`src/logic/dic_pkg.sv`:
```
package dic_pkg;
   localparam logic [6:0] CFG_ADDR = 7'h01;
   localparam logic [15:0] CFG_RESET = 16'h040e;
   localparam logic [15:0] CFG_RSVD_MASK = 16'h6001;
   localparam int BIT_PATTERN_TEST = 15;
   localparam int BIT_AUTOCLEAR = 12;
   localparam int BIT_ODD_PARITY = 11;
   localparam int BIT_PARITY_EN = 10;
   localparam int BIT_DUAL_PARITY = 9;
   localparam int BIT_REV_IF = 8;
   localparam int BIT_INV_A = 7;
   localparam int BIT_INV_B = 6;
   localparam int BIT_INV_C = 5;
   localparam int BIT_INV_D = 4;
   localparam int BIT_NEAR_TWO = 3;
   localparam int BIT_NEAR_ONE = 2;
   localparam int BIT_COLLISION = 1;
   localparam logic [6:0] GOOD_SAMPLE_COUNT = 7'h40;
endpackage : dic_pkg

```
`src/logic/dic_if.sv`:
```
`timescale 1ns/1ps
interface dic_chk_if;
   logic valid;
   logic [31:0] data;
   logic par_hi;
   logic par_lo;
   logic odd;
   logic dual;
   logic enable;
   logic err;
   modport src (output valid, output data, output par_hi, output par_lo, output odd, output dual, output enable,
      input err);
   modport chk (input valid, input data, input par_hi, input par_lo, input odd, input dual, input enable,
      output err);
endinterface : dic_chk_if

```
`src/logic/dic_parity_check.sv`:
```
`timescale 1ns/1ps
module dic_parity_check (
   dic_chk_if.chk chk
);
   // ***********************
   // Parity compare
   // ***********************
   function automatic logic par_of(input logic [15:0] d, input logic p, input logic odd);
      par_of = (^d) ^ p ^ odd;
   endfunction : par_of

   logic single_err;
   logic dual_err;

   assign single_err = (^chk.data) ^ chk.par_hi ^ chk.odd; // see [RULE_04]
   assign dual_err = par_of(chk.data[31:16], chk.par_hi, chk.odd) | par_of(chk.data[15:0], chk.par_lo, chk.odd);
   // Dual only counts while parity is enabled
   assign chk.err = chk.valid & chk.enable & (chk.dual ? dual_err : single_err); // see [RULE_05] see [RULE_06] see [RULE_07]
endmodule : dic_parity_check

```
`src/logic/dic_input_config.sv`:
```
`timescale 1ns/1ps
// Contract
// [RULE_01] Bit 15 runs the pattern checker test
// [RULE_02] Test mode forces analog outputs off
// [RULE_03] Bit 12: auto-clear alarms after 64 good
// [RULE_04] Bit 11: zero even, one odd parity
// [RULE_05] Bit 10 enables parity check, reset set
// [RULE_06] Bit 9 selects dual over single parity
// [RULE_07] Dual parity needs parity enable set
// [RULE_08] Host parity sense matches programmed sense
// [RULE_09] Bit 8 rotates strobe, sync, parity pairs
// [RULE_10] Bits 7..5 invert channels A, B, C
// [RULE_11] Channel D has its own invert bit
// [RULE_12] Channel D invert sits at bit 4
// [RULE_13] Bit 3 enables near-two FIFO alarm
// [RULE_14] Bit 2 enables near-one FIFO alarm
// [RULE_15] Bit 1 enables FIFO collision alarm
// [RULE_16] Bits 14, 13, 0 reserved, stay zero
// [RULE_17] Reset value has parity and alarms set
// [RULE_18] Any error restarts the good-sample count
module dic_input_config #(
   parameter int GOOD_RUN = int'(dic_pkg::GOOD_SAMPLE_COUNT)
) (
   input wire logic CLK_I,
   input wire logic RST_I,
   input wire logic WR_I,
   input wire logic RD_I,
   input wire logic [6:0] ADDR_I,
   input wire logic [15:0] WDATA_I,
   output logic [15:0] RDATA_O,
   input wire logic SAMPLE_VALID_I,
   input wire logic [31:0] SAMPLE_I,
   input wire logic [15:0] CHAN_A_I,
   input wire logic [15:0] CHAN_B_I,
   input wire logic [15:0] CHAN_C_I,
   input wire logic [15:0] CHAN_D_I,
   input wire logic STROBE_PAIR_I,
   input wire logic SYNC_PAIR_I,
   input wire logic PARITY_PAIR_I,
   input wire logic PARITY_LO_I,
   input wire logic PATTERN_ERR_I,
   input wire logic TRANSMIT_ENABLE_PIN_I,
   input wire logic SIF_TRANSMIT_ENABLE_I,
   input wire logic FIFO_NEAR_TWO_I,
   input wire logic FIFO_NEAR_ONE_I,
   input wire logic FIFO_COLLISION_I,
   input wire logic ALARM_CLEAR_I,
   output logic [15:0] CHAN_A_O,
   output logic [15:0] CHAN_B_O,
   output logic [15:0] CHAN_C_O,
   output logic [15:0] CHAN_D_O,
   output logic STROBE_O,
   output logic SYNC_O,
   output logic PARITY_O,
   output logic PATTERN_TEST_O,
   output logic OUTPUT_ENABLE_O,
   output logic PARITY_ERR_O,
   output logic [3:0] ALARMS_O
);
   // ***********************
   // Register
   // ***********************
   logic [15:0] cfg_ff;
   logic [15:0] rdata_ff;

   always_ff @(posedge CLK_I or posedge RST_I) begin
      if (RST_I) begin
         cfg_ff <= dic_pkg::CFG_RESET; // see [RULE_17]
      end else if (WR_I && ADDR_I == dic_pkg::CFG_ADDR) begin
         cfg_ff <= WDATA_I & ~dic_pkg::CFG_RSVD_MASK; // see [RULE_16]
      end
   end

   always_ff @(posedge CLK_I or posedge RST_I) begin
      if (RST_I) begin
         rdata_ff <= 16'h0000;
      end else if (RD_I) begin
         rdata_ff <= (ADDR_I == dic_pkg::CFG_ADDR) ? cfg_ff : 16'h0000;
      end
   end
   assign RDATA_O = rdata_ff;

   logic test_en;
   logic autoclear_en;
   logic rev_if;
   assign test_en = cfg_ff[dic_pkg::BIT_PATTERN_TEST];
   assign autoclear_en = cfg_ff[dic_pkg::BIT_AUTOCLEAR];
   assign rev_if = cfg_ff[dic_pkg::BIT_REV_IF];

   // ***********************
   // Pin synchronisers
   // ***********************
   logic [2:0] pair_s1_ff;
   logic [2:0] pair_s2_ff;
   always_ff @(posedge CLK_I or posedge RST_I) begin
      if (RST_I) begin
         pair_s1_ff <= 3'h0;
         pair_s2_ff <= 3'h0;
      end else begin
         pair_s1_ff <= {STROBE_PAIR_I, SYNC_PAIR_I, PARITY_PAIR_I};
         pair_s2_ff <= pair_s1_ff;
      end
   end

   logic txen_s1_ff;
   logic txen_s2_ff;
   always_ff @(posedge CLK_I or posedge RST_I) begin
      if (RST_I) begin
         txen_s1_ff <= 1'b0;
         txen_s2_ff <= 1'b0;
      end else begin
         txen_s1_ff <= TRANSMIT_ENABLE_PIN_I;
         txen_s2_ff <= txen_s1_ff;
      end
   end

   logic strobe_in;
   logic sync_in;
   logic parity_in;
   // Rotation: sync->strobe, parity->sync, strobe->parity
   assign strobe_in = rev_if ? pair_s2_ff[1] : pair_s2_ff[2]; // see [RULE_09]
   assign sync_in = rev_if ? pair_s2_ff[0] : pair_s2_ff[1]; // see [RULE_09]
   assign parity_in = rev_if ? pair_s2_ff[2] : pair_s2_ff[0]; // see [RULE_09]

   // ***********************
   // Parity check
   // ***********************
   dic_chk_if chk_bus();
   assign chk_bus.valid = SAMPLE_VALID_I;
   assign chk_bus.data = SAMPLE_I;
   assign chk_bus.par_hi = parity_in;
   assign chk_bus.par_lo = PARITY_LO_I;
   assign chk_bus.odd = cfg_ff[dic_pkg::BIT_ODD_PARITY]; // see [RULE_04] see [RULE_08]
   assign chk_bus.dual = cfg_ff[dic_pkg::BIT_DUAL_PARITY]; // see [RULE_06]
   assign chk_bus.enable = cfg_ff[dic_pkg::BIT_PARITY_EN]; // see [RULE_05] see [RULE_07]

   dic_parity_check u_chk (
      .chk(chk_bus)
   );

   // ***********************
   // Outputs and alarms
   // ***********************
   logic [3:0] alarms_ff;
   logic [6:0] good_cnt_ff;
   logic any_err;
   logic autoclear_hit;
   assign any_err = chk_bus.err | (test_en & PATTERN_ERR_I);
   assign autoclear_hit = autoclear_en && SAMPLE_VALID_I && !any_err && good_cnt_ff == 7'(GOOD_RUN - 1);

   always_ff @(posedge CLK_I or posedge RST_I) begin
      if (RST_I) begin
         good_cnt_ff <= 7'h00;
      end else if (any_err || !autoclear_en || autoclear_hit) begin
         good_cnt_ff <= 7'h00; // see [RULE_18]
      end else if (SAMPLE_VALID_I) begin
         good_cnt_ff <= good_cnt_ff + 7'h01; // see [RULE_03]
      end
   end

   logic [3:0] alarm_set;
   assign alarm_set = {any_err,
      FIFO_NEAR_TWO_I & cfg_ff[dic_pkg::BIT_NEAR_TWO], // see [RULE_13]
      FIFO_NEAR_ONE_I & cfg_ff[dic_pkg::BIT_NEAR_ONE], // see [RULE_14]
      FIFO_COLLISION_I & cfg_ff[dic_pkg::BIT_COLLISION]}; // see [RULE_15]

   always_ff @(posedge CLK_I or posedge RST_I) begin
      if (RST_I) begin
         alarms_ff <= 4'h0;
      end else if (ALARM_CLEAR_I || autoclear_hit) begin
         alarms_ff <= alarm_set; // see [RULE_03]
      end else begin
         alarms_ff <= alarms_ff | alarm_set;
      end
   end
   assign ALARMS_O = alarms_ff;

   function automatic logic [15:0] flip_if(input logic [15:0] d, input logic inv);
      flip_if = inv ? ~d : d;
   endfunction : flip_if

   logic [15:0] a_ff;
   logic [15:0] b_ff;
   logic [15:0] c_ff;
   logic [15:0] d_ff;
   logic [2:0] ctl_ff;
   logic oe_ff;
   logic perr_ff;
   always_ff @(posedge CLK_I or posedge RST_I) begin
      if (RST_I) begin
         a_ff <= 16'h0000;
         b_ff <= 16'h0000;
         c_ff <= 16'h0000;
         d_ff <= 16'h0000;
      end else begin
         a_ff <= flip_if(CHAN_A_I, cfg_ff[dic_pkg::BIT_INV_A]); // see [RULE_10]
         b_ff <= flip_if(CHAN_B_I, cfg_ff[dic_pkg::BIT_INV_B]); // see [RULE_10]
         c_ff <= flip_if(CHAN_C_I, cfg_ff[dic_pkg::BIT_INV_C]); // see [RULE_10]
         d_ff <= flip_if(CHAN_D_I, cfg_ff[dic_pkg::BIT_INV_D]); // see [RULE_11] see [RULE_12]
      end
   end

   always_ff @(posedge CLK_I or posedge RST_I) begin
      if (RST_I) begin
         ctl_ff <= 3'h0;
         oe_ff <= 1'b0;
         perr_ff <= 1'b0;
      end else begin
         ctl_ff <= {strobe_in, sync_in, parity_in};
         oe_ff <= !test_en && txen_s2_ff && SIF_TRANSMIT_ENABLE_I; // see [RULE_01] see [RULE_02]
         perr_ff <= chk_bus.err;
      end
   end

   assign CHAN_A_O = a_ff;
   assign CHAN_B_O = b_ff;
   assign CHAN_C_O = c_ff;
   assign CHAN_D_O = d_ff;
   assign STROBE_O = ctl_ff[2];
   assign SYNC_O = ctl_ff[1];
   assign PARITY_O = ctl_ff[0];
   assign PATTERN_TEST_O = test_en; // see [RULE_01]
   assign OUTPUT_ENABLE_O = oe_ff;
   assign PARITY_ERR_O = perr_ff;
endmodule : dic_input_config

```
`config.mk`:
```
export PLATFORM = sky130hd
export DESIGN_NAME = dic_input_config
export DESIGN_NICKNAME = d
export VERILOG_FILES = /design/src/logic/dic_pkg.sv /design/src/logic/dic_if.sv /design/src/logic/dic_parity_check.sv /design/src/logic/dic_input_config.sv
export SDC_FILE = /design/constraint.sdc
export NUM_CORES = 1
export LEC_CHECK = 0
export BUFFER_PORTS_ARGS = -buffer_cell sky130_fd_sc_hd__buf_2
export CORE_UTILIZATION = 30
export DETAILED_ROUTE_END_ITERATION = 8
export GPL_TIMING_DRIVEN = 0
export PLACE_DENSITY = 0.53
export SYNTH_ARGS = -nofsm -noshare
export SYNTH_HDL_FRONTEND = slang
export SYNTH_SLANG_ARGS = --single-unit
```
`constraint.sdc`:
```
create_clock -name CLK_I -period 4.1 [get_ports CLK_I]
set_clock_uncertainty 0.1 [all_clocks]
set_input_delay 0 -clock CLK_I [delete_from_list [all_inputs] [get_ports CLK_I]]
set_output_delay 0 -clock CLK_I [all_outputs]
set_load 0.01 [all_outputs]
```
==> impl_metrics.toml <==
[clock_network]
clock_tree.buffer_depth = 2
postCtsHoldBufs = 101
clock_tree.htree_level_count = 4
root_buffer = "clkbuf_16"
clk_pin_slew_ns = 0.05
tritoncts_num_sinks = 114
post_cts.resized_instances = 0
post_cts.repair.setup_buffers = 0
tritoncts_clock_tree = "built"
clkLatencyLatePin_ns = 0.40
numCtsBuffers = 17

[placement]
gp_congestion = 0.710
portBuffers = 217
detailed_place_hpwl_mm = 7.39
detailedPlace.worstSlack_ns = 1.24

[setup_path]
path_buf_inv = 1
crit_path_start_kind = "flop"
longest_individual_stage_delay_on_the_worst_path_ns = 0.55
worstSetupPathType = "reg -> reg"
critPathMostFrequentCell = "xnor2_1"
worst_ep_arrival_time_ns = 3.50
worstPathMaxFanout = 5
crit_path_cell_trace = "mux2_4 > xnor2_1 > xnor3_1 > xnor2_1 > nor2_1 > o22ai_2 > a41oi_2 > a22o_1 > dlygate4sd3_1"
worst_ep_required_time_ns = 4.28
setup.worst_path.end_class = "flop"
cpMaxStageDelayCell = "dlygate4sd3_1"
timing.critical_path.max_delay_family = "XOR/XNOR gates"

[grt]
grt_start_max_net_pins = 59
track_usage_pct = 14.8
grt_antenna_before_repair = 0
grt_first_pass_wirelength_mm = 16.8
grt-ovfl-total = 0
via_count_of_the_first_global_routing_pass = 3581

[sta]
relSlewSlack_pct = 47.1
period_minus_slack_ns = 3.32
setup_viol = 0
achievable_freq_mhz = 302
tightest_slew_ns = 0.794
hold_ws_ns = 0.130
setup_tns_ns = 0
timing_hold_violations_final = 0
fin_ws_ns = 0.784
grt_setup_unrepaired = "no"
post-route-period-util_pct = 80.9
final_max_slew_viol_count = 0

[yosys]
synthesis.yosys.warnings = 0
yosysSeqAreaShare_pct = 64.4
ys_ff_latch = 114
syn_inst = 327
synth.largest_area_cell = "dfrtp_1"
synth_largest_type_area_fraction_pct = 62.0
synth.avg_cell_area_um2 = 13.6
post_synth_num_cell_types = 32
yosys-top-cells-area = "dfrtp_1, xor2_1, xnor2_1, mux2_1, dfstp_2"
mappedNetlistArea_um2 = 4440

[route]
drt-initial-drc-count = 99
detail_route.drc_violations = 0
vias = 3534
viasPerCell = 4.09
route.antenna.remaining_nets = 0
drt-wirelength-per-cell_um = 12.6
wl_mm = 10.9
drt_pass1_iterations = 4

[die]
die_extent_in_x_um = 124
design.die.area_um2 = 15300
top_level_pins = 225
initial_core_utilization_pct = 30.7
fp.coreArea_um2 = 14500
rows = 44
die-height_um = 124

[finish]
area_growth_syn_to_layout_pct = 67.5
n_antenna_cell = 0
final_layout_size_suffix_gt1_share_pct = 39.1
postLayoutCoreUtil_pct = 51.3
final_nets = 803

[pwr]
maximum_vdd_drop_mv = 0.269
power_leakage_nw = 3.80
power.density_cell_area_nw_per_um2 = 454

[outcome]
run_status = "finished clean"

[run]
maxCapViolations = 0

[worst_hold_path]
min-delay-path-class = "in -> reg"
## cells in the mapped netlist, drive strengths merged
cell type	n
a21o	1
a22o	3
a41oi	1
and2	1
buf	4
clkbuf	11
conb	1
dfrtp	110
dfstp	4
ha	1
inv	15
mux2	16
mux2i	2
nand2	21
nand3	3
nand3b	1
nand4	2
nor2	6
nor3	5
nor4b	1
o21ai	14
o22ai	1
or4	1
xnor2	31
xnor3	1
xor2	70
## per-stage QoR
step	power [W]	instance area, um2	std cells
global route	0.00355	7430	864
finish	0.00338	7430	864
detailed placement	0.00177	5790	731
floorplan	0.00157	4450	329
global placement	0.00176	5760	730
CTS	0.00343	7430	864
## cells in the final DEF (no fill, tap or decap), types with 4 or more instances in the layout
cell,count
nand2_1,21
nor3_1,5
dfrtp_1,110
clkbuf_16,17
bufinv_16,4
clkinv_2,4
inv_1,14
xor2_1,70
nor2_1,6
dlygate4sd3_1,101
buf_2,217
o21ai_0,9
clkbuf_1,13
o21ai_1,5
mux2_1,10
xnor2_1,30
mux2_2,5
dfstp_2,4
## report_power, final
group	total, W	switching (W)	internal [W]
clock	0.00155	0.000488	0.00106
sequential	0.00127	0.0000360	0.00124
combinational	0.000555	0.000256	0.000300
## flip-flops by register name, indices dropped and copies added (netlist names)
| register | flops |
|---|---|
| CHAN_A_O | 16 |
| CHAN_B_O | 16 |
| CHAN_C_O | 16 |
| CHAN_D_O | 16 |
| RDATA_O | 13 |
| cfg_ff | 13 |
| good_cnt_ff | 7 |
| ALARMS_O | 4 |
| ctl_ff | 3 |
| pair_s1_ff | 3 |
| pair_s2_ff | 3 |
| OUTPUT_ENABLE_O | 1 |
| PARITY_ERR_O | 1 |
| txen_s1_ff | 1 |
| txen_s2_ff | 1 |
## area by class of cell
class / count / area [um2]
inverters: 15 / 58.8
plain buffers: 15 / 67.6
clock inverters: 10 / 155
multi-input cells: 185 / 1460
repair buffers: 319 / 2120
flip-flops and latches: 114 / 2860
fillers: 1307 / 7050
clock buffers: 22 / 474
well taps: 184 / 230
## final timing paths
kind | startpoint | to | slack [ns] | cells after the start
max | cfg_ff[8] | ALARMS_O[0] | 0.78 | 9
min | TRANSMIT_ENABLE_PIN_I | txen_s1_ff | 0.13 | 2
max reg2reg | cfg_ff[8] | ALARMS_O[0] | 0.78 | 9
min reg2reg | pair_s1_ff[0] | pair_s2_ff[0] | 0.25 | 0
max in group asynchronous | RST_I | cfg_ff[1] | 2.96 | 4
min in group asynchronous | RST_I | CHAN_B_O[10] | 0.18 | 3
## logic make-up (layout without fill, tap and decap cells)
group / Yosys count / after routing / share of synthesized area [%]
other cells: 1 / 3 / 0.0845
mux: 18 / 18 / 4.60
fa+ha+maj: 1 / 1 / 0.282
compound gates: 20 / 20 / 2.99
xor+xnor: 102 / 102 / 20.6
flops: 114 / 114 / 64.4
buf+inv: 30 / 381 / 2.79
simple gates: 41 / 41 / 4.26
## layer usage
metal	GRT usage [%]	vias up	share of wire (%)
met1	16.9	1677	40
met3	3.94	12	6.2
met5	0	-	0
li1	-	1713	-
met4	7.68	0	1.6
met2	25.2	132	52
(Power assumes the default switching activity.)
